$ cat src/logic/dtc_pkg.sv
// Purpose: shared constants and types for the dual timer/counter
// Assumes: 8-bit register port, 10 MHz system clock, 4-clock machine cycle
// Notes:   register offsets are word indices on a 3-bit address
package dtc_pkg;

  // register offsets
  localparam logic [2:0] ADDR_MODE = 3'h0;
  localparam logic [2:0] ADDR_CTRL = 3'h1;
  localparam logic [2:0] ADDR_RATE = 3'h2;
  localparam logic [2:0] ADDR_U0LO = 3'h3;
  localparam logic [2:0] ADDR_U0HI = 3'h4;
  localparam logic [2:0] ADDR_U1LO = 3'h5;
  localparam logic [2:0] ADDR_U1HI = 3'h6;

  // mode register fields
  localparam int MODE_U0_LSB   = 0;
  localparam int MODE_U0_FUNC  = 2;
  localparam int MODE_U0_GATE  = 3;
  localparam int MODE_U1_LSB   = 4;
  localparam int MODE_U1_FUNC  = 6;
  localparam int MODE_U1_GATE  = 7;

  // control register fields
  localparam int CTRL_U0_RUN   = 4;
  localparam int CTRL_U0_OVF   = 5;
  localparam int CTRL_U1_RUN   = 6;
  localparam int CTRL_U1_OVF   = 7;

  // rate register fields
  localparam int RATE_U0_FAST  = 0;
  localparam int RATE_U1_FAST  = 1;

  // values after reset
  localparam logic [7:0] RST_BYTE = 8'h00;

  // machine cycle timing: prescaler runs 0..11, low two bits are the phase
  localparam int         SYS_CLK_NS   = 100;
  localparam int         MCYCLE_CLKS  = 4;
  localparam logic [3:0] PRE_LAST     = 4'hb;
  localparam logic [1:0] PHASE_C3     = 2'h2;
  localparam logic [1:0] PHASE_C4     = 2'h3;
  localparam logic [3:0] TICK12_POS   = 4'h2;
  localparam logic [3:0] TICK6_POS_A  = 4'h2;
  localparam logic [3:0] TICK6_POS_B  = 4'h6;

  typedef enum logic [1:0] {
    MODE_13BIT  = 2'h0,
    MODE_16BIT  = 2'h1,
    MODE_RELOAD = 2'h2,
    MODE_SPLIT  = 2'h3
  } dtc_mode_e;

  typedef struct packed {
    logic unit0CountPin;
    logic unit1CountPin;
    logic unit0GatePin;
    logic unit1GatePin;
  } dtc_pins_s;

  typedef struct packed {
    logic [7:0] hi;
    logic [7:0] lo;
    logic       ovf;
  } dtc_step_s;

endpackage

$ cat src/logic/dtc_pin_sync.sv
// Purpose: three-stage synchroniser with agreement filter for pin inputs
// Assumes: inputs are asynchronous to sys_clk
// Notes:   output changes only once stages two and three agree
`timescale 1ns/10ps
module dtc_pin_sync #(
  parameter int WIDTH = 4
) (
  // clock and reset
  input  wire logic             sys_clk,
  input  wire logic             arst_n,
  input  wire logic             clkEn,
  // pins
  input  wire logic [WIDTH-1:0] pinIn,
  output logic      [WIDTH-1:0] pinOut
);

  logic [WIDTH-1:0] stage1_r;
  logic [WIDTH-1:0] stage2_r;
  logic [WIDTH-1:0] stage3_r;

  always_ff @(posedge sys_clk or negedge arst_n) begin
    if (!arst_n) begin
      stage1_r <= '0;
      stage2_r <= '0;
      stage3_r <= '0;
    end else if (clkEn) begin
      stage1_r <= pinIn;
      stage2_r <= stage1_r;
      stage3_r <= stage2_r;
    end
  end

  // per-bit agreement filter
  genvar i;
  generate
    for (i = 0; i < WIDTH; i++) begin : g_bit
      always_ff @(posedge sys_clk or negedge arst_n) begin
        if (!arst_n) begin
          pinOut[i] <= 1'b0;
        end else if (clkEn && (stage2_r[i] == stage3_r[i])) begin
          pinOut[i] <= stage3_r[i];
        end
      end
    end
  endgenerate

endmodule

$ cat src/logic/dtc_dual_timer.sv
// Purpose: two 16-bit timer/counters with four modes each
// Assumes: 4-clock machine cycle, phases C1..C4, one clock enable
// Notes:   register port is 8 bits wide, read data valid one cycle later
//
// Summary of operation
// - two 16-bit units, high and low bytes
// - timer rate one twelfth or one sixth clock
// - reset selects the one-twelfth rate
// - count pins sampled at C4, high-low edge
// - edge counting limited to clock over 8
// - count registers update at phase C3
// - function bit 2 and 6 select edges
// - two-bit mode field per unit
// - count when run and gate condition hold
// - mode 0 is 13 bits, low byte top three ignored
// - mode 0 flags rollover 1fff to 0
// - mode 1 full 16-bit rollover flag
// - mode 2 low byte reloads from high
// - reload leaves high byte untouched
// - unit 1 mode 3 holds its count
// - unit 0 split low uses unit 0 controls
// - split high counts clock/12, unit 1 run bit
// - unit 1 still runs modes 0 to 2
// - overflow flag set at C3 of overflow cycle
// - vector acknowledge clears overflow flag
`timescale 1ns/10ps
module dtc_dual_timer (
  // clock and reset
  input  wire logic             sys_clk,
  input  wire logic             arst_n,
  input  wire logic             clkEn,
  // register port
  input  wire logic [2:0]       regAddr,
  input  wire logic [7:0]       regWrData,
  input  wire logic             regWr,
  input  wire logic             regRd,
  output logic      [7:0]       regRdData,
  // external pins
  input  wire dtc_pkg::dtc_pins_s pinsIn,
  // interrupt controller side
  input  wire logic             unit0VectorAck,
  input  wire logic             unit1VectorAck,
  output logic                  unit0OverflowFlag,
  output logic                  unit1OverflowFlag
);
  import dtc_pkg::*;

  // step one unit in modes 0..2; mode 3 steps the low byte alone
  function automatic dtc_step_s cnt_step(input dtc_mode_e mode,
                                         input logic [7:0] hi,
                                         input logic [7:0] lo);
    dtc_step_s s;
    logic [12:0] v13;
    logic [15:0] v16;
    s   = '{hi: hi, lo: lo, ovf: 1'b0};
    v13 = 13'h0000;
    v16 = 16'h0000;
    case (mode)
      MODE_13BIT: begin
        v13   = {hi, lo[4:0]} + 13'h0001;
        s.hi  = v13[12:5];
        s.lo  = {lo[7:5], v13[4:0]};
        s.ovf = (v13 == 13'h0000);
      end
      MODE_16BIT: begin
        v16   = {hi, lo} + 16'h0001;
        s.hi  = v16[15:8];
        s.lo  = v16[7:0];
        s.ovf = (v16 == 16'h0000);
      end
      MODE_RELOAD: begin
        if (lo == 8'hff) begin
          s.lo  = hi;
          s.ovf = 1'b1;
        end else begin
          s.lo  = lo + 8'h01;
        end
      end
      default: begin
        s.lo  = lo + 8'h01;
        s.ovf = (lo == 8'hff);
      end
    endcase
    return s;
  endfunction

  // register file
  logic [7:0] modeReg_r, rateReg_r;
  logic       unit0Run_r, unit1Run_r;
  logic [7:0] unit0CountLow_r, unit0CountHigh_r;
  logic [7:0] unit1CountLow_r, unit1CountHigh_r;
  logic [7:0] unit0CountLow_nxt, unit0CountHigh_nxt;
  logic [7:0] unit1CountLow_nxt, unit1CountHigh_nxt;

  // machine cycle timing
  logic [3:0] prescale_r;
  logic [1:0] phase;
  logic       atC3, atC4;
  logic       tick12, tick6;

  // pin sampling
  dtc_pins_s  pinsSync;
  logic       unit0Sample_r, unit1Sample_r;
  logic       unit0EdgePend_r, unit1EdgePend_r;

  // decoded controls
  dtc_mode_e  unit0Mode, unit1Mode;
  logic       unit0Func, unit1Func;
  logic       unit0Gate, unit1Gate;
  logic       unit0Fast, unit1Fast;
  logic       unit0Split;
  logic       unit0Enable, unit1Enable;
  logic       unit0Tick, unit1Tick;
  logic       unit0Inc, unit0HiInc, unit1Inc;
  dtc_step_s  unit0Step, unit1Step;
  logic       unit0OvfSet, unit1OvfSet;

  // write decode
  wire        wrMode = regWr && (regAddr == ADDR_MODE);
  wire        wrCtrl = regWr && (regAddr == ADDR_CTRL);
  wire        wrRate = regWr && (regAddr == ADDR_RATE);
  wire        wrU0Lo = regWr && (regAddr == ADDR_U0LO);
  wire        wrU0Hi = regWr && (regAddr == ADDR_U0HI);
  wire        wrU1Lo = regWr && (regAddr == ADDR_U1LO);
  wire        wrU1Hi = regWr && (regAddr == ADDR_U1HI);

  // count and gate pins share one synchroniser
  dtc_pin_sync #(
    .WIDTH (4)
  ) u_pin_sync (
    .sys_clk (sys_clk),
    .arst_n  (arst_n),
    .clkEn   (clkEn),
    .pinIn   (pinsIn),
    .pinOut  (pinsSync)
  );

  // prescaler: three machine cycles of four phases each
  always_ff @(posedge sys_clk or negedge arst_n) begin
    if (!arst_n) begin
      prescale_r <= 4'h0;
    end else if (clkEn) begin
      prescale_r <= (prescale_r == PRE_LAST) ? 4'h0 : prescale_r + 4'h1;
    end
  end

  assign phase  = prescale_r[1:0];
  assign atC3   = (phase == PHASE_C3);
  assign atC4   = (phase == PHASE_C4);
  assign tick12 = (prescale_r == TICK12_POS);
  // both sixth-rate ticks fall at C3, four and eight clocks apart
  assign tick6  = (prescale_r == TICK6_POS_A) || (prescale_r == TICK6_POS_B);

  // mode register
  always_ff @(posedge sys_clk or negedge arst_n) begin
    if (!arst_n) begin
      modeReg_r <= RST_BYTE;
    end else if (clkEn && wrMode) begin
      modeReg_r <= regWrData;
    end
  end

  // rate register
  always_ff @(posedge sys_clk or negedge arst_n) begin
    if (!arst_n) begin
      rateReg_r <= RST_BYTE;
    end else if (clkEn && wrRate) begin
      rateReg_r <= regWrData;
    end
  end

  // run bits
  always_ff @(posedge sys_clk or negedge arst_n) begin
    if (!arst_n) begin
      unit0Run_r <= 1'b0;
      unit1Run_r <= 1'b0;
    end else if (clkEn && wrCtrl) begin
      unit0Run_r <= regWrData[CTRL_U0_RUN];
      unit1Run_r <= regWrData[CTRL_U1_RUN];
    end
  end

  assign unit0Mode = dtc_mode_e'(modeReg_r[MODE_U0_LSB +: 2]);
  assign unit1Mode = dtc_mode_e'(modeReg_r[MODE_U1_LSB +: 2]);
  assign unit0Func = modeReg_r[MODE_U0_FUNC];
  assign unit1Func = modeReg_r[MODE_U1_FUNC];
  assign unit0Gate = modeReg_r[MODE_U0_GATE];
  assign unit1Gate = modeReg_r[MODE_U1_GATE];
  assign unit0Fast = rateReg_r[RATE_U0_FAST];
  assign unit1Fast = rateReg_r[RATE_U1_FAST];
  assign unit0Split = (unit0Mode == MODE_SPLIT);

  // count pin sampling once per machine cycle
  always_ff @(posedge sys_clk or negedge arst_n) begin
    if (!arst_n) begin
      unit0Sample_r <= 1'b0;
      unit1Sample_r <= 1'b0;
    end else if (clkEn && atC4) begin
      unit0Sample_r <= pinsSync.unit0CountPin;
      unit1Sample_r <= pinsSync.unit1CountPin;
    end
  end

  // edge seen at C4 is applied at the next C3, so two cycles per edge
  always_ff @(posedge sys_clk or negedge arst_n) begin
    if (!arst_n) begin
      unit0EdgePend_r <= 1'b0;
      unit1EdgePend_r <= 1'b0;
    end else if (clkEn) begin
      if (atC4) begin
        unit0EdgePend_r <= unit0Sample_r && !pinsSync.unit0CountPin;
        unit1EdgePend_r <= unit1Sample_r && !pinsSync.unit1CountPin;
      end else if (atC3) begin
        unit0EdgePend_r <= 1'b0;
        unit1EdgePend_r <= 1'b0;
      end
    end
  end

  // gating
  always_comb begin
    unit0Enable = unit0Run_r && (!unit0Gate || pinsSync.unit0GatePin);
    // unit 1 loses its run bit to the split high byte
    unit1Enable = (unit0Split || unit1Run_r)
                  && (!unit1Gate || pinsSync.unit1GatePin)
                  && (unit1Mode != MODE_SPLIT);
  end

  // time base selection
  always_comb begin
    if (unit0Func) begin
      unit0Tick = atC3 && unit0EdgePend_r;
    end else if (unit0Split) begin
      unit0Tick = tick12;
    end else begin
      unit0Tick = unit0Fast ? tick6 : tick12;
    end
    if (unit1Func) begin
      unit1Tick = atC3 && unit1EdgePend_r;
    end else begin
      unit1Tick = unit1Fast ? tick6 : tick12;
    end
  end

  assign unit0Inc   = unit0Enable && unit0Tick;
  assign unit0HiInc = unit0Split && unit1Run_r && tick12;
  assign unit1Inc   = unit1Enable && unit1Tick;

  assign unit0Step = cnt_step(unit0Mode, unit0CountHigh_r, unit0CountLow_r);
  assign unit1Step = cnt_step(unit1Mode, unit1CountHigh_r, unit1CountLow_r);

  // unit 0 next count
  always_comb begin
    unit0CountLow_nxt  = unit0CountLow_r;
    unit0CountHigh_nxt = unit0CountHigh_r;
    if (unit0Split) begin
      if (unit0Inc) begin
        unit0CountLow_nxt = unit0Step.lo;
      end
      if (unit0HiInc) begin
        unit0CountHigh_nxt = unit0CountHigh_r + 8'h01;
      end
    end else if (unit0Inc) begin
      unit0CountLow_nxt  = unit0Step.lo;
      unit0CountHigh_nxt = unit0Step.hi;
    end
    if (wrU0Lo) begin
      unit0CountLow_nxt = regWrData;
    end
    if (wrU0Hi) begin
      unit0CountHigh_nxt = regWrData;
    end
  end

  // unit 1 next count
  always_comb begin
    unit1CountLow_nxt  = unit1CountLow_r;
    unit1CountHigh_nxt = unit1CountHigh_r;
    if (unit1Inc) begin
      unit1CountLow_nxt  = unit1Step.lo;
      unit1CountHigh_nxt = unit1Step.hi;
    end
    if (wrU1Lo) begin
      unit1CountLow_nxt = regWrData;
    end
    if (wrU1Hi) begin
      unit1CountHigh_nxt = regWrData;
    end
  end

  // count registers
  always_ff @(posedge sys_clk or negedge arst_n) begin
    if (!arst_n) begin
      unit0CountLow_r  <= RST_BYTE;
      unit0CountHigh_r <= RST_BYTE;
      unit1CountLow_r  <= RST_BYTE;
      unit1CountHigh_r <= RST_BYTE;
    end else if (clkEn) begin
      unit0CountLow_r  <= unit0CountLow_nxt;
      unit0CountHigh_r <= unit0CountHigh_nxt;
      unit1CountLow_r  <= unit1CountLow_nxt;
      unit1CountHigh_r <= unit1CountHigh_nxt;
    end
  end

  // overflow events; in split mode unit 1 no longer owns its flag
  always_comb begin
    unit0OvfSet = unit0Inc && unit0Step.ovf;
    if (unit0Split) begin
      unit1OvfSet = unit0HiInc && (unit0CountHigh_r == 8'hff);
    end else begin
      unit1OvfSet = unit1Inc && unit1Step.ovf;
    end
  end

  // overflow flags: a set in the clearing cycle wins
  always_ff @(posedge sys_clk or negedge arst_n) begin
    if (!arst_n) begin
      unit0OverflowFlag <= 1'b0;
      unit1OverflowFlag <= 1'b0;
    end else if (clkEn) begin
      if (unit0OvfSet) begin
        unit0OverflowFlag <= 1'b1;
      end else if (unit0VectorAck) begin
        unit0OverflowFlag <= 1'b0;
      end else if (wrCtrl) begin
        unit0OverflowFlag <= regWrData[CTRL_U0_OVF];
      end
      if (unit1OvfSet) begin
        unit1OverflowFlag <= 1'b1;
      end else if (unit1VectorAck) begin
        unit1OverflowFlag <= 1'b0;
      end else if (wrCtrl) begin
        unit1OverflowFlag <= regWrData[CTRL_U1_OVF];
      end
    end
  end

  // read data stand for one cycle only
  always_ff @(posedge sys_clk or negedge arst_n) begin
    if (!arst_n) begin
      regRdData <= RST_BYTE;
    end else if (clkEn) begin
      regRdData <= RST_BYTE;
      if (regRd) begin
        case (regAddr)
          ADDR_MODE: regRdData <= modeReg_r;
          ADDR_CTRL: begin
            regRdData <= RST_BYTE;
            regRdData[CTRL_U0_RUN] <= unit0Run_r;
            regRdData[CTRL_U0_OVF] <= unit0OverflowFlag;
            regRdData[CTRL_U1_RUN] <= unit1Run_r;
            regRdData[CTRL_U1_OVF] <= unit1OverflowFlag;
          end
          ADDR_RATE: regRdData <= rateReg_r;
          ADDR_U0LO: regRdData <= unit0CountLow_r;
          ADDR_U0HI: regRdData <= unit0CountHigh_r;
          ADDR_U1LO: regRdData <= unit1CountLow_r;
          ADDR_U1HI: regRdData <= unit1CountHigh_r;
          default:   regRdData <= RST_BYTE;
        endcase
      end
    end
  end

endmodule

$ cat config.mk
export PLATFORM = sky130hd
export DESIGN_NAME = dtc_dual_timer
export DESIGN_NICKNAME = d
export VERILOG_FILES = /design/src/logic/dtc_pkg.sv /design/src/logic/dtc_pin_sync.sv /design/src/logic/dtc_dual_timer.sv
export SDC_FILE = /design/constraint.sdc
export NUM_CORES = 1
export LEC_CHECK = 0
export ABC_CLOCK_PERIOD_IN_PS = 2300
export BUFFER_PORTS_ARGS = -buffer_cell sky130_fd_sc_hd__clkbuf_2
export CAP_MARGIN = 20
export CORE_ASPECT_RATIO = 0.9
export CORE_UTILIZATION = 50
export DETAILED_ROUTE_END_ITERATION = 8
export PLACE_DENSITY = 0.71
export SLEW_MARGIN = 10
export SYNTH_ARGS = -nofsm -noshare
export SYNTH_HDL_FRONTEND = slang
export SYNTH_HIERARCHICAL = 1
export SYNTH_SLANG_ARGS = --single-unit
$ cat constraint.sdc
create_clock -name sys_clk -period 2.3 [get_ports sys_clk]
set_input_delay 0.115 -clock sys_clk [delete_from_list [all_inputs] [get_ports sys_clk]]
set_output_delay 0.115 -clock sys_clk [all_outputs]
set_load 0.1 [all_outputs]
# After elaboration in Yosys (flattened, before gate mapping)
# Cells that the tools add are included.
word_totals:
  in_bits: 22
  wordCells: 158
  output_inout_bits: 10
  ff_bits: 84
op_classes:
  add_sub_neg: 8
  eq_ne: 27
  n_mux: 36
  reduce_logical: 62
op_table:
  columns: ["cell", "count"]
  rows:
  - ["two-way mux 8 bit", 13]
  - ["one-hot mux 8 bit (7 select lines)", 1]
  - ["one-hot mux 9 bit (3 select lines)", 2]
  - ["adder 16 x 1 -> 16 bit, second input constant", 2]
  - ["zero test 16 bit", 2]
  - ["one-hot mux 8 bit (2 select lines)", 2]
  - ["logical AND 1 bit", 29]
  - ["adder 13 x 1 -> 13 bit, second input constant", 2]
  - ["zero test 13 bit", 2]
  - ["adder 8 x 1 -> 8 bit, second input constant", 3]
  - ["equality test 8 bit, second input constant", 3]
  - ["two-way mux 1 bit", 17]
  - ["nonzero test 3 bit", 4]
  - ["equality test 2 bit, second input constant", 5]
  - ["AND reduction 2 bit", 5]
  - ["equality test 3 bit, second input constant", 3]
  - ["AND reduction 3 bit", 3]
  - ["nonzero test 2 bit", 4]
  - ["equality test 3 x 2 -> 1 bit, second input constant", 2]
  - ["inequality test 2 bit, second input constant", 3]
  - ["adder 4 x 1 -> 4 bit, second input constant", 1]
  - ["equality test 1 bit", 4]
  - ["equality test 2 x 1 -> 1 bit, second input constant", 2]
  - ["equality test 4 x 2 -> 1 bit, second input constant", 1]
  - ["other kinds (11)", 18]

# Longest topological paths before layout
# Gate-level depths: netlist (run 1).
logic_depth:
  word_depth: 9
  ltp_mapped: 10
  ltp_nobuf: 8

# By module
# Netlist (run 1), hierarchy kept.
by_module_without_submodules:
  columns: ["mod", "cells_per_inst", "n_inst", "seq_area_each_um2", "area_per_inst_um2"]
  rows:
  - ["dtc_dual_timer", 630, 1, 1701.6, 5255.0]
  - ["dtc_pin_sync", 42, 1, 400.4, 644.4]

# Worst setup path before layout (run 1)
# Ideal clock, no wire load.
synth_timing:
  path_type: "flip-flop to flip-flop"
  start: "register unit0CountLow_r[0]"
  end: "register unit0OverflowFlag"
  path_buffers: 1
  arrival_ns: 2.035
  setup_time_ns: 0.095
  t_required_ns: 2.205
  period_less_slack_ns: 2.130
  stages_incl_launch_ff: 8
  setup_slack_ns: 0.170
  cell_sequence: "dfrtp_1 > ha_1 > and4_1 > buf_6 > nand2_4 > o32a_1 > or4_1 > o31ai_1"
synth_via:
  elab_chain_cells: 6
  word_cells_on_any_way: 11
  cone_classes: "add/sub: 2; eq/ne: 1; mux: 3; reduce/logical: 5"
synth_lines:
  columns: ["element", "line", "rtl"]
  rows:
  - ["start, declared", "dtc_dual_timer.sv:90", "logic [7:0] unit0CountLow_r, unit0CountHigh_r;"]
  - ["start signal, assigned", "dtc_dual_timer.sv:299", "unit0CountLow_r <= unit0CountLow_nxt;"]
  - ["adder 16 x 1 -> 16 bit, or another cell as far along", "dtc_dual_timer.sv:66", "v16 = {hi, lo} + 16'h0001;"]
  - ["zero test 16 bit, or another cell as far along", "dtc_dual_timer.sv:69", "s.ovf = (v16 == 16'h0000);"]
  - ["one-hot mux 9 bit (3 select lines) (*)", "dtc_dual_timer.sv:58", "case (mode)"]
  - ["logical AND 1 bit (*)", "dtc_dual_timer.sv:308", "unit0OvfSet = unit0Inc && unit0Step.ovf;"]
  - ["nonzero test 3 bit (no source line)", null, null]
  - ["AND reduction 2 bit (no source line)", null, null]
  - ["end signal, assigned", "dtc_dual_timer.sv:327", "unit0OverflowFlag <= regWrData[CTRL_U0_OVF];"]
  - ["end, declared", "dtc_dual_timer.sv:43", "output logic unit0OverflowFlag,"]
# Mark *: on every way between the ends. The rest lies on a longest branch, timed or not.
# A chain may end at the register's enable or synchronous reset.

# Worst setup path in the final report (run 1)
# Ends and elaborated chain as after synthesis.

==> summary.md, run 1 <==
| Metric | Value |
|---|---|
| Post-synth EDFFs | 0 |
| Final worst slack | 152 ps |
| Cell count after placement | 858 |
| Worst EP arrival | 2400 ps |
| Port Buffers | 31 |
| Routed wire length | 18.9 mm |
| Ys async rst share | 100% |
| Synth Net Count | 701 |
| Worst setup path endpoint | unit0OverflowFlag |
| Total setup buffers inserted after CTS | 0 |
| Post-place setup slack | 125 ps |
| RD Place Congestion | 1.01 |
| Fin Setup TNS | 0 ps |
| Routed WL per cell | 21.6 µm |
| Slowest-stage cell, CP | nor3_1 |
| PwrDens | 979 nW/µm² |
| Vias in the first global route | 5471 |
| Largest net degree at the start of global routing | 55 |
| Inserted Clock Buffers | 9 |
| Final Cell Area | 6790 µm² |
| P_int | 4.01 mW |
| Ports | 32 |
| Routed vias/inst | 6.55 |
| Die Y | 105 µm |
| Drt pass-1 iters | 6 |
| Max Fclk | 465 MHz |
| P&R area growth vs syn | 15.1% |
| Avg Cell Area, Syn | 8.78 µm² |
| DR DRC count | 0 |
| Starting Density | 51.4% |
| Yosys synthesis warning count | 6 |
| Maximum buffer depth of the clock tree | 2 |
| Post-synth top area share | 35.6% |
| Slew HR | 61.6% |
| Crit path required time | 2560 ps |
| Clock Skews | 14.2 ps |
| Reg2Reg Setup Slack | 150 ps |
| H-Tree Depth | 3 |
| Grt total ovfl | 0 |
| Setup violators final | 0 |
| Clk Latency, worst-skew pair | 350 ps |
| Clk slew on worst S/H paths | 70 ps |
| Initial antenna violation count | 0 |
| Crit path capture type | flip-flop |
| Share of layout cells above drive strength 1 | 22.1% |
| Status | complete, no violations |
| Mapped Cells | 672 |
| Clock Power Share | 24.6% |
| Full die area | 12200 µm² |
| Netlist Area Pre-Place | 5900 µm² |
| Post-synth top flop | dfrtp_1 |
| GRT Total Usage | 32.4% |
| Core Region | 11500 µm² |
| Crit-path cells | buf_4 > nand3_1 > nor3_1 > buf_4 > nor4b_1 > a21oi_1 > o32a_1 > o31ai_1 |
| Hold Slack | 9.35 ps |
| Biggest area consumer among synthesized cells | dfrtp_1 |
| Hold crit path type | primary input to flip-flop |
| Max FO, Critical Path | 7 |
| Crit path top cell by count | buf_4 |
| Tcrit/Tclk final | 93.4% |
| Filler cell count | 1047 |
| Core Util, Final | 59.1% |
| Final Net Count | 745 |
| R2R cell count | 8 |
| First-pass GRT wire length | 29.9 mm |
| Die W | 117 µm |
| Maximum VDD drop | 0.000860 V |
| Initial drt markers | 620 |
| Vias | 5740 |
| Leakage power | 2.86 nW |
| Max-Cap Viols | 0 |
| Hold Fails Final Rpt | 0 |
| P_sw | 2.64 mW |
| Ant diodes | 0 |
| DPL Wire Length | 13.7 mm |
| Cell Count, Final, Fillers Out | 877 |
| Hold Path Cell Cnt | 2 |
| Site Rows | 37 |
| Sw Share | 39.7% |
| Seq cells post-synth | 84 |
| RR Endpoint | unit0OverflowFlag |
| Startpoint Class | flip-flop |
| CTS root buffer | clkbuf_16 |
| Post-DRT Antenna Nets | 0 |
| Dpl cell area | 6410 µm² |
| Hold Path Origin | pinsIn[2] |
| WS Path Type | flip-flop to flip-flop |
| Synth top area cells | dfrtp_1, mux2_2, a21oi_1, o21ai_0, nand2_1 |
| Slew @ Worst Pin | 568 ps |
| Min Tclk post-route | 2150 ps |
| Max incr delay on CP | 380 ps |
| Reg power frac | 36.2% |
| Total power | 6.65 mW |
| Crit path from | unit0CountLow_r[0] |
| Proportion of synthesized chip area in sequential cells | 35.6% |
| Fin. max-slew vios | 0 |
| Netlist cell types | 74 |
| Comb power frac | 39.2% |
| CTS tree | built |
| Clk sink count | 84 |
| RSZ-0062 raised after global routing | no |
| R2r startpoint | unit0CountLow_r[0] |
[Yosys cell counts (all sizes together), types with 9 or more instances]
cell type and number:
a31oi 11, mux2 38, clkbuf 30, mux2i 12
a22o 14, o22a 9, nand3 25, and2 11
xnor2 15, dfrtp 84, o21ai 45, o22ai 19
and3 13, nor3 14, buf 24, nand4 11
a21oi 46, nor2 40, nand2b 14, inv 24
nand2 52
[flip-flops by register name (all words and copies together) (netlist names), 8 cells and up]
| register | flops |
|---|---|
| unit0CountHigh_r | 8 |
| modeReg_r | 8 |
| unit0CountLow_r | 8 |
| regRdData | 8 |
| unit1CountLow_r | 8 |
| rateReg_r | 8 |
| unit1CountHigh_r | 8 |
[worst max-delay path: cells and delay by family (launching register included)]
family	cells	cell delay, ps
buffers and inverters	2	340
AOI/OAI and AO/OA	3	500
and+or+nand+nor	3	890
DFF	1	350
[routing by layer]
layer	GRT usage [%]	part of all wire [%]	wire length [µm]	up-vias
met4	10.8	2.6	501	0
met1	47.2	44	8300	2809
met5	0	0	0	-
met2	47.0	44	8330	277
li1	-	-	-	2617
met3	6.90	9.4	1770	37
[power by group through the flow]
stage                     combinational (mW)  sequential [mW]  clock, mW
after CTS                               2.56             2.38       1.65
after detailed placement                2.53             2.40          0
final                                   2.61             2.41       1.63
after floorplan                         1.77             2.28          0
after global placement                  2.48             2.37          0
after global routing                    2.84             2.45       1.70
[area by class of cell]
cell class | count | area (µm²) | share of cell area (%)
Multi-Input combinational cell | 510 | 3470 | 51.1
Sequential cell | 84 | 2100 | 31.0
Timing Repair Buffer | 87 | 598 | 8.81
Clock buffer | 10 | 239 | 3.52
Tap cell | 156 | 195 | 2.88
Clock inverter | 6 | 96.3 | 1.42
Inverter | 24 | 90.1 | 1.33
[cell families after synthesis]
logic type | count (synthesis) | synth area share, %
compound gates | 219 | 25.0
xor+xnor | 15 | 2.23
fa+ha+maj | 7 | 1.48
buf+inv | 78 | 5.73
flops | 84 | 35.6
mux | 52 | 10.1
simple gates | 217 | 19.8
[worst min-delay path by stage]
stage | endpoint | slack [ps]
final | u_pin_sync/stage1_r[2] | 9
after floorplan | modeReg_r[0] | -180
after CTS | u_pin_sync/stage1_r[2] | 6
after detailed placement | unit1CountLow_r[2] | 100
after global placement | unit1CountLow_r[4] | 90
after global routing | u_pin_sync/stage1_r[2] | 20
[repair_timing]
| item | 4_1_cts | 5_1_grt |
|---|---|---|
| gates resized for setup | 0 | 3 |
| endpoints found under the setup margin | 0 | 3 |
| hold buffers | 3 | 0 |
| hold endpoints to repair | 32 | 0 |
[cell usage in the layout (no fill, tap or decap), types with 11 or more instances in the layout]
cell / count
xnor2_1: 15
o22ai_1: 19
and3_1: 12
nand2b_1: 13
clkbuf_2: 30
nor2_1: 40
buf_4: 53
o21ai_0: 39
inv_1: 23
dfrtp_1: 84
a31oi_1: 11
a21oi_1: 46
mux2i_1: 12
nand2_1: 51
nor3_1: 13
nand3_1: 25
a22o_1: 13
mux2_2: 38
Note: power is estimated with default switching activity, not from simulation.
==> run 2: changes to the inputs <==
--- a/config.mk
+++ b/config.mk
@@ -8,10 +8,10 @@
 export ABC_CLOCK_PERIOD_IN_PS = 2300
 export BUFFER_PORTS_ARGS = -buffer_cell sky130_fd_sc_hd__clkbuf_2
 export CAP_MARGIN = 20
-export CORE_ASPECT_RATIO = 0.9
-export CORE_UTILIZATION = 50
+export CORE_ASPECT_RATIO = 0.7
+export CORE_UTILIZATION = 25
 export DETAILED_ROUTE_END_ITERATION = 8
-export PLACE_DENSITY = 0.71
+export PLACE_DENSITY = 0.43
 export SLEW_MARGIN = 10
 export SYNTH_ARGS = -nofsm -noshare
 export SYNTH_HDL_FRONTEND = slang
==> run 2 against run 1 <==
Compared with the run above: cell count up 20%; worst setup slack improved by 5.0 ps; power shrank 0.74%; non-clock buffer count grew 18; critical path type unchanged; largest power group unchanged.
==> summary.md, run 2 (synthesis gave the netlist of run 1 again) <==
| Metric | Value |
|---|---|
| Total setup buffers inserted after CTS | 0 |
| Routed wire length | 21.8 mm |
| Share of layout cells above drive strength 1 | 24.0% |
| CTS tree | built |
| R2r startpoint | unit1CountLow_r[1] |
| Slowest-stage cell, CP | dfrtp_1 |
| PwrDens | 935 nW/µm² |
| Fin Setup TNS | 0 ps |
| Leakage power | 2.91 nW |
| Tcrit/Tclk final | 93.2% |
| Crit path required time | 2570 ps |
| Clk sink count | 84 |
| Clk Latency, worst-skew pair | 350 ps |
| First-pass GRT wire length | 33.4 mm |
| Max Fclk | 467 MHz |
| Clock Power Share | 21.2% |
| RR Endpoint | unit1CountHigh_r[4] |
| Routed WL per cell | 20.8 µm |
| RSZ-0062 raised after global routing | no |
| Hold crit path type | primary input to flip-flop |
| Drt pass-1 iters | 5 |
| Core Util, Final | 30.8% |
| P_int | 3.84 mW |
| P_sw | 2.76 mW |
| Hold Path Cell Cnt | 3 |
| Comb power frac | 42.3% |
| Crit-path cells | ha_1 > and4_1 > buf_4 > nand4_1 > o21ai_1 > nand3_1 > a21oi_1 > a2bb2oi_1 |
| Commonest non-fill, non-tap cells in the layout | dfrtp_1, buf_4, nand2_1 |
| Routed vias/inst | 5.40 |
| Startpoint Class | flip-flop |
| Largest net degree at the start of global routing | 64 |
| Hold Fails Final Rpt | 0 |
| H-Tree Depth | 3 |
| DR DRC count | 0 |
| Ports | 32 |
| Die Y | 131 µm |
| Cell Count, Final, Fillers Out | 1050 |
| Sw Share | 41.9% |
| Full die area | 24200 µm² |
| Final Cell Area | 7060 µm² |
| R2R cell count | 8 |
| Post-DRT Antenna Nets | 0 |
| CTS root buffer | clkbuf_16 |
| Final Net Count | 763 |
| DPL Wire Length | 16.3 mm |
| Maximum VDD drop | 0.000370 V |
| Slew @ Worst Pin | 868 ps |
| Worst path depth | 8 |
| WS Path Type | flip-flop to flip-flop |
| Ant diodes | 0 |
| Slew HR | 42.1% |
| Grt total ovfl | 0 |
| Cell count after placement | 1030 |
| Crit path capture type | flip-flop |
| GRT Total Usage | 18.7% |
| Setup violators final | 0 |
| Maximum buffer depth of the clock tree | 2 |
| Max FO, Critical Path | 6 |
| Starting Density | 25.8% |
| Max incr delay on CP | 370 ps |
| Initial antenna violation count | 0 |
| Initial drt markers | 506 |
| Inserted Clock Buffers | 9 |
| Reg2Reg Setup Slack | 160 ps |
| Port Buffers | 31 |
| Vias | 5675 |
| Commonest non-fill, non-tap cell in the layout | dfrtp_1 |
| Dpl cell area | 6720 µm² |
| WP buf/inv | 1 |
| P&R area growth vs syn | 19.6% |
| Filler cell count | 2439 |
| Worst EP arrival | 2420 ps |
| CP top delay family | compound AO/OA/AOI/OAI gates |
| Min Tclk post-route | 2140 ps |
| Site Rows | 46 |
| Die W | 186 µm |
| Hold Path Origin | regRd |
| Clk slew on worst S/H paths | 70 ps |
| Hold EP | regRdData[2] |
| RD Place Congestion | 0.901 |
| Fin. max-slew vios | 0 |
| Clock Skews | 7.84 ps |
| Status | complete, no violations |
| Max-Cap Viols | 0 |
| Vias in the first global route | 5422 |
| Core Region | 22900 µm² |
| Reg power frac | 36.5% |
run 2: cell types whose count changed in the layout (fill, tap and decap cells not counted), moves of 2 or more:
cell           previous run  this run
buf_4                    53        70
bufinv_16                 2         0
dfrtp_1                  84        82
dfrtp_2                   0         2
dlygate4sd3_1             3         5
inv_6                     0         2
run 2: what timing repair did:
| action | in CTS | in global routing |
|---|---|---|
| setup endpoints to repair | 0 | 10 |
| endpoints found under the hold margin | 65 | 0 |
| gates resized for setup | 0 | 8 |
| hold buffers | 5 | 0 |
run 2: cell type report:
class	instances	area (µm²)	area share (%)
multi-input cells	510	3470	49.2
flip-flops and latches	84	2100	29.8
repair buffers	105	726	10.3
well taps	312	390	5.53
clock buffers	9	225	3.19
inverters	24	90.1	1.28
clock inverters	6	48.8	0.691
run 2: power by group through the flow:
stage / Sequential, mW / Clock (mW) / Combinational [mW]
global placement: 2.41 / 0 / 2.71
global route: 2.47 / 1.49 / 3.03
floorplan: 2.28 / 0 / 1.77
CTS: 2.40 / 1.45 / 2.74
detailed placement: 2.41 / 0 / 2.72
finish: 2.41 / 1.40 / 2.79
run 2: routing by layer:
layer | GRT usage, % | routed length [µm] | vias to the layer above
li1 | - | - | 2642
met3 | 5.99 | 2100 | 16
met2 | 25.8 | 8730 | 236
met4 | 3.38 | 205 | 0
met1 | 28.1 | 10800 | 2781
met5 | 0 | 0 | -
run 2: worst max-delay path by stage:
stage                       startpoint                   to
floorplan           unit0CountLow_r[0]    unit0OverflowFlag
CTS                      prescale_r[0]  unit1CountHigh_r[7]
finish              unit1CountLow_r[1]  unit1CountHigh_r[4]
global route        unit0CountLow_r[4]  unit0CountHigh_r[7]
detailed placement       prescale_r[0]  unit1CountHigh_r[7]
global placement    unit1CountLow_r[0]    unit1OverflowFlag
run 2: through the flow:
step / total power, mW / setup WS, ps / hold WS, ps
detailed placement: 5.13 / 51.5 / 283
global route: 7.00 / 9.78 / 253
global placement: 5.12 / 112 / 267
CTS: 6.58 / 14.5 / 211
floorplan: 4.05 / 170 / -181
finish: 6.60 / 156 / 223
run 2: worst register-to-register path: stages, from the launching register on:
cell,delay (ps)
dfrtp_1,370
ha_1,200
and4_1,300
buf_4,200
nand4_1,90
o21ai_1,340
nand3_1,200
a21oi_1,190
a2bb2oi_1,160
==> run 3: changes to the inputs <==
--- a/config.mk
+++ b/config.mk
@@ -8,12 +8,10 @@
 export ABC_CLOCK_PERIOD_IN_PS = 2300
 export BUFFER_PORTS_ARGS = -buffer_cell sky130_fd_sc_hd__clkbuf_2
 export CAP_MARGIN = 20
-export CORE_ASPECT_RATIO = 0.7
 export CORE_UTILIZATION = 25
 export DETAILED_ROUTE_END_ITERATION = 8
 export PLACE_DENSITY = 0.43
 export SLEW_MARGIN = 10
 export SYNTH_ARGS = -nofsm -noshare
 export SYNTH_HDL_FRONTEND = slang
-export SYNTH_HIERARCHICAL = 1
 export SYNTH_SLANG_ARGS = --single-unit
==> constraint.sdc (replaced) <==
create_clock -name sys_clk -period 2.3 [get_ports sys_clk]
set_input_delay 0.115 -clock sys_clk [delete_from_list [all_inputs] [get_ports sys_clk]]
set_output_delay 0.115 -clock sys_clk [all_outputs]
set_load 0.02 [all_outputs]
==> run 3 against run 2 <==
Compared with the run above: hold slack worse by 28 ps; synthesized cell count rose by 4.0%; sequential share of layout area is essentially flat; critical path depth rose by 1; final area down 0.14%.
==> summary.md, run 3 <==
| Metric | Value |
|---|---|
| Yosys synthesis warning count | 0 |
| Ant diodes | 0 |
| Die Y | 156 µm |
| Routed vias/inst | 5.31 |
| Final Cell Area | 7050 µm² |
| H-Tree Depth | 3 |
| Site Rows | 55 |
| Synth cell count leaders | dfrtp_1, nand2_1, a21oi_1, o21ai_0, nor2_1 |
| Hold Fails Final Rpt | 0 |
| Most common cell in the synthesized netlist | dfrtp_1 |
| Port Buffers | 31 |
| Commonest non-fill, non-tap cells in the layout | dfrtp_1, nand2_1, a21oi_1 |
| Post-synth EDFFs | 0 |
| Fin. max-slew vios | 0 |
| Crit path capture type | flip-flop |
| Total setup buffers inserted after CTS | 0 |
| Reg power frac | 37.4% |
| Clk slew on worst S/H paths | 80 ps |
| Clk sink count | 84 |
| Slowest-stage cell, CP | a2111oi_0 |
| Setup violators final | 0 |
| Startpoint Class | flip-flop |
| Clk Latency, worst-skew pair | 360 ps |
| DPL Wire Length | 15.9 mm |
| Vias | 5679 |
| Comb power frac | 38.7% |
| Crit-path cells | inv_1 > ha_1 > nand2_1 > nor4_4 > buf_4 > a21oi_1 > a2111oi_0 > nand4_1 > nand3_1 |
| PwrDens | 903 nW/µm² |
| Max-Cap Viols | 0 |
| WS Path Type | flip-flop to flip-flop |
| Filler cell count | 2474 |
| Final Net Count | 780 |
| Clock Skews | 8.70 ps |
| Starting Density | 25.8% |
| P&R area growth vs syn | 19.6% |
| DR DRC count | 0 |
| Vias in the first global route | 5725 |
| Grt total ovfl | 0 |
| Full die area | 24200 µm² |
| Initial antenna violation count | 0 |
| Post-synth top flop | dfrtp_1 |
| CTS root buffer | clkbuf_16 |
| P_sw | 2.64 mW |
| Max Fclk | 466 MHz |
| Min Tclk post-route | 2150 ps |
| Routed wire length | 21.8 mm |
| Biggest area consumer among synthesized cells | dfrtp_1 |
| Slew @ Worst Pin | 666 ps |
| Area of the multi-input gates | 3480 µm² |
| Routed WL per cell | 20.4 µm |
| Maximum buffer depth of the clock tree | 2 |
| Storage cell area | 2100 µm² |
| Max incr delay on CP | 440 ps |
| Post-synth top area share | 35.7% |
| First-pass GRT wire length | 34.2 mm |
| Max FO, Critical Path | 4 |
| Worst EP arrival | 2440 ps |
| Status | complete, no violations |
| Tcrit/Tclk final | 93.3% |
| GRT Total Usage | 18.8% |
| Hold crit path type | primary input to flip-flop |
| Hold Slack | 195 ps |
| Clock Power Share | 23.8% |
| Avg Cell Area, Syn | 8.43 µm² |
| CP top delay family | simple AND/OR/NAND/NOR gates |
| Fin Setup TNS | 0 ps |
| Ports | 32 |
| Ys async rst share | 100% |
| Synth top area cells | dfrtp_1, mux2_2, a21oi_1, o21ai_0, nand2_1 |
| Crit path required time | 2600 ps |
| Slew HR | 55.0% |
| Commonest non-fill, non-tap cell in the layout | dfrtp_1 |
| Final worst slack | 155 ps |
| Inserted Clock Buffers | 9 |
| CTS tree | built |
| Die W | 156 µm |
| Mapped Cells | 699 |
| Sw Share | 41.5% |
| RD Place Congestion | 0.857 |
| Maximum VDD drop | 0.000302 V |
| Seq cells post-synth | 84 |
| Leakage power | 2.83 nW |
| Netlist cell types | 73 |
| Largest net degree at the start of global routing | 60 |
| P_int | 3.72 mW |
| RSZ-0062 raised after global routing | no |
| Drt pass-1 iters | 4 |
| Post-DRT Antenna Nets | 0 |
| Dpl cell area | 6680 µm² |
| Synth Net Count | 728 |
| Core Region | 22800 µm² |
| Share of layout cells above drive strength 1 | 20.6% |
| WP buf/inv | 2 |
| Netlist Area Pre-Place | 5890 µm² |
| Initial drt markers | 452 |
| Post-place setup slack | 43.6 ps |
| Proportion of synthesized chip area in sequential cells | 35.7% |
-- run 3: cell types whose count changed after synthesis, sizes merged, moves of 7 or more --
cell	change
nand2	+21
o21ai	+16
a21oi	+15
a22o	-9
mux2	-9
o22a	+7
-- run 3: tightest hold or removal path, stage by stage --
cell and delay (ps):
clkbuf_2 220, nand2_1 100, o21ai_0 70
-- run 3: worst paths after layout --
path	from	slack [ps]	endpoint	cells past startpoint
setup reg to reg	prescale_r[0]	150	unit0OverflowFlag	9
min in group asynchronous	arst_n	240	unit0CountLow_r[1]	2
setup / recovery	prescale_r[0]	150	unit0OverflowFlag	9
hold reg to reg	rateReg_r[4]	490	rateReg_r[4]	2
max in group asynchronous	arst_n	1400	rateReg_r[4]	3
hold / removal	regWrData[7]	190	modeReg_r[7]	3
-- run 3: logic make-up (layout without fill, tap and decap cells) --
kind of cell,count (synthesis),in the layout,share of synthesized area [%]
adders and majority gates,7,7,1.49
DFF,84,84,35.7
buffers and inverters,79,136,5.52
xor gates and xnor gates,16,16,2.38
and+or+nand+nor,240,240,21.0
muxes,48,48,9.68
AOI/OAI and AO/OA,225,225,24.3
-- run 3: metal layers --
metal	up-vias	global-route usage, %	wire, µm
li1	2693	-	-
met1	2797	24.9	9950
met2	158	30.6	10300
met3	31	2.53	881
met4	0	7.98	678
met5	-	0	0
-- run 3: cell type report --
| type | instances | share of cell area, % |
|---|---|---|
| clock buffer | 9 | 3.20 |
| clock inverter | 7 | 1.08 |
| inverter | 25 | 1.33 |
| multi-input combinational | 536 | 49.4 |
| sequential | 84 | 29.8 |
| tap | 313 | 5.56 |
| timing repair buffer | 95 | 9.59 |
-- run 3: metrics by stage --
stage               instances  power [mW]  utilization [%]
finish                   1069        6.36             30.8
global route             1069        6.78             30.8
floorplan                 699        3.81                -
detailed placement       1048        4.83             29.2
global placement         1048        4.81             29.2
CTS                      1069        6.39             30.8
-- run 3: power by group through the flow --
stage | combinational, mW | clock (mW) | sequential, mW
6_report | 2.46 | 1.52 | 2.38
5_1_grt | 2.72 | 1.62 | 2.44
4_1_cts | 2.45 | 1.57 | 2.38
3_5_place_dp | 2.43 | 0 | 2.40
3_3_place_gp | 2.43 | 0 | 2.38
2_1_floorplan | 1.63 | 0 | 2.18
-- run 3: what timing repair did --
item / in CTS / in global routing
resized for setup: 0 / 3
hold endpoints to repair: 29 / 0
hold buffers: 5 / 0
endpoints found under the setup margin: 0 / 15
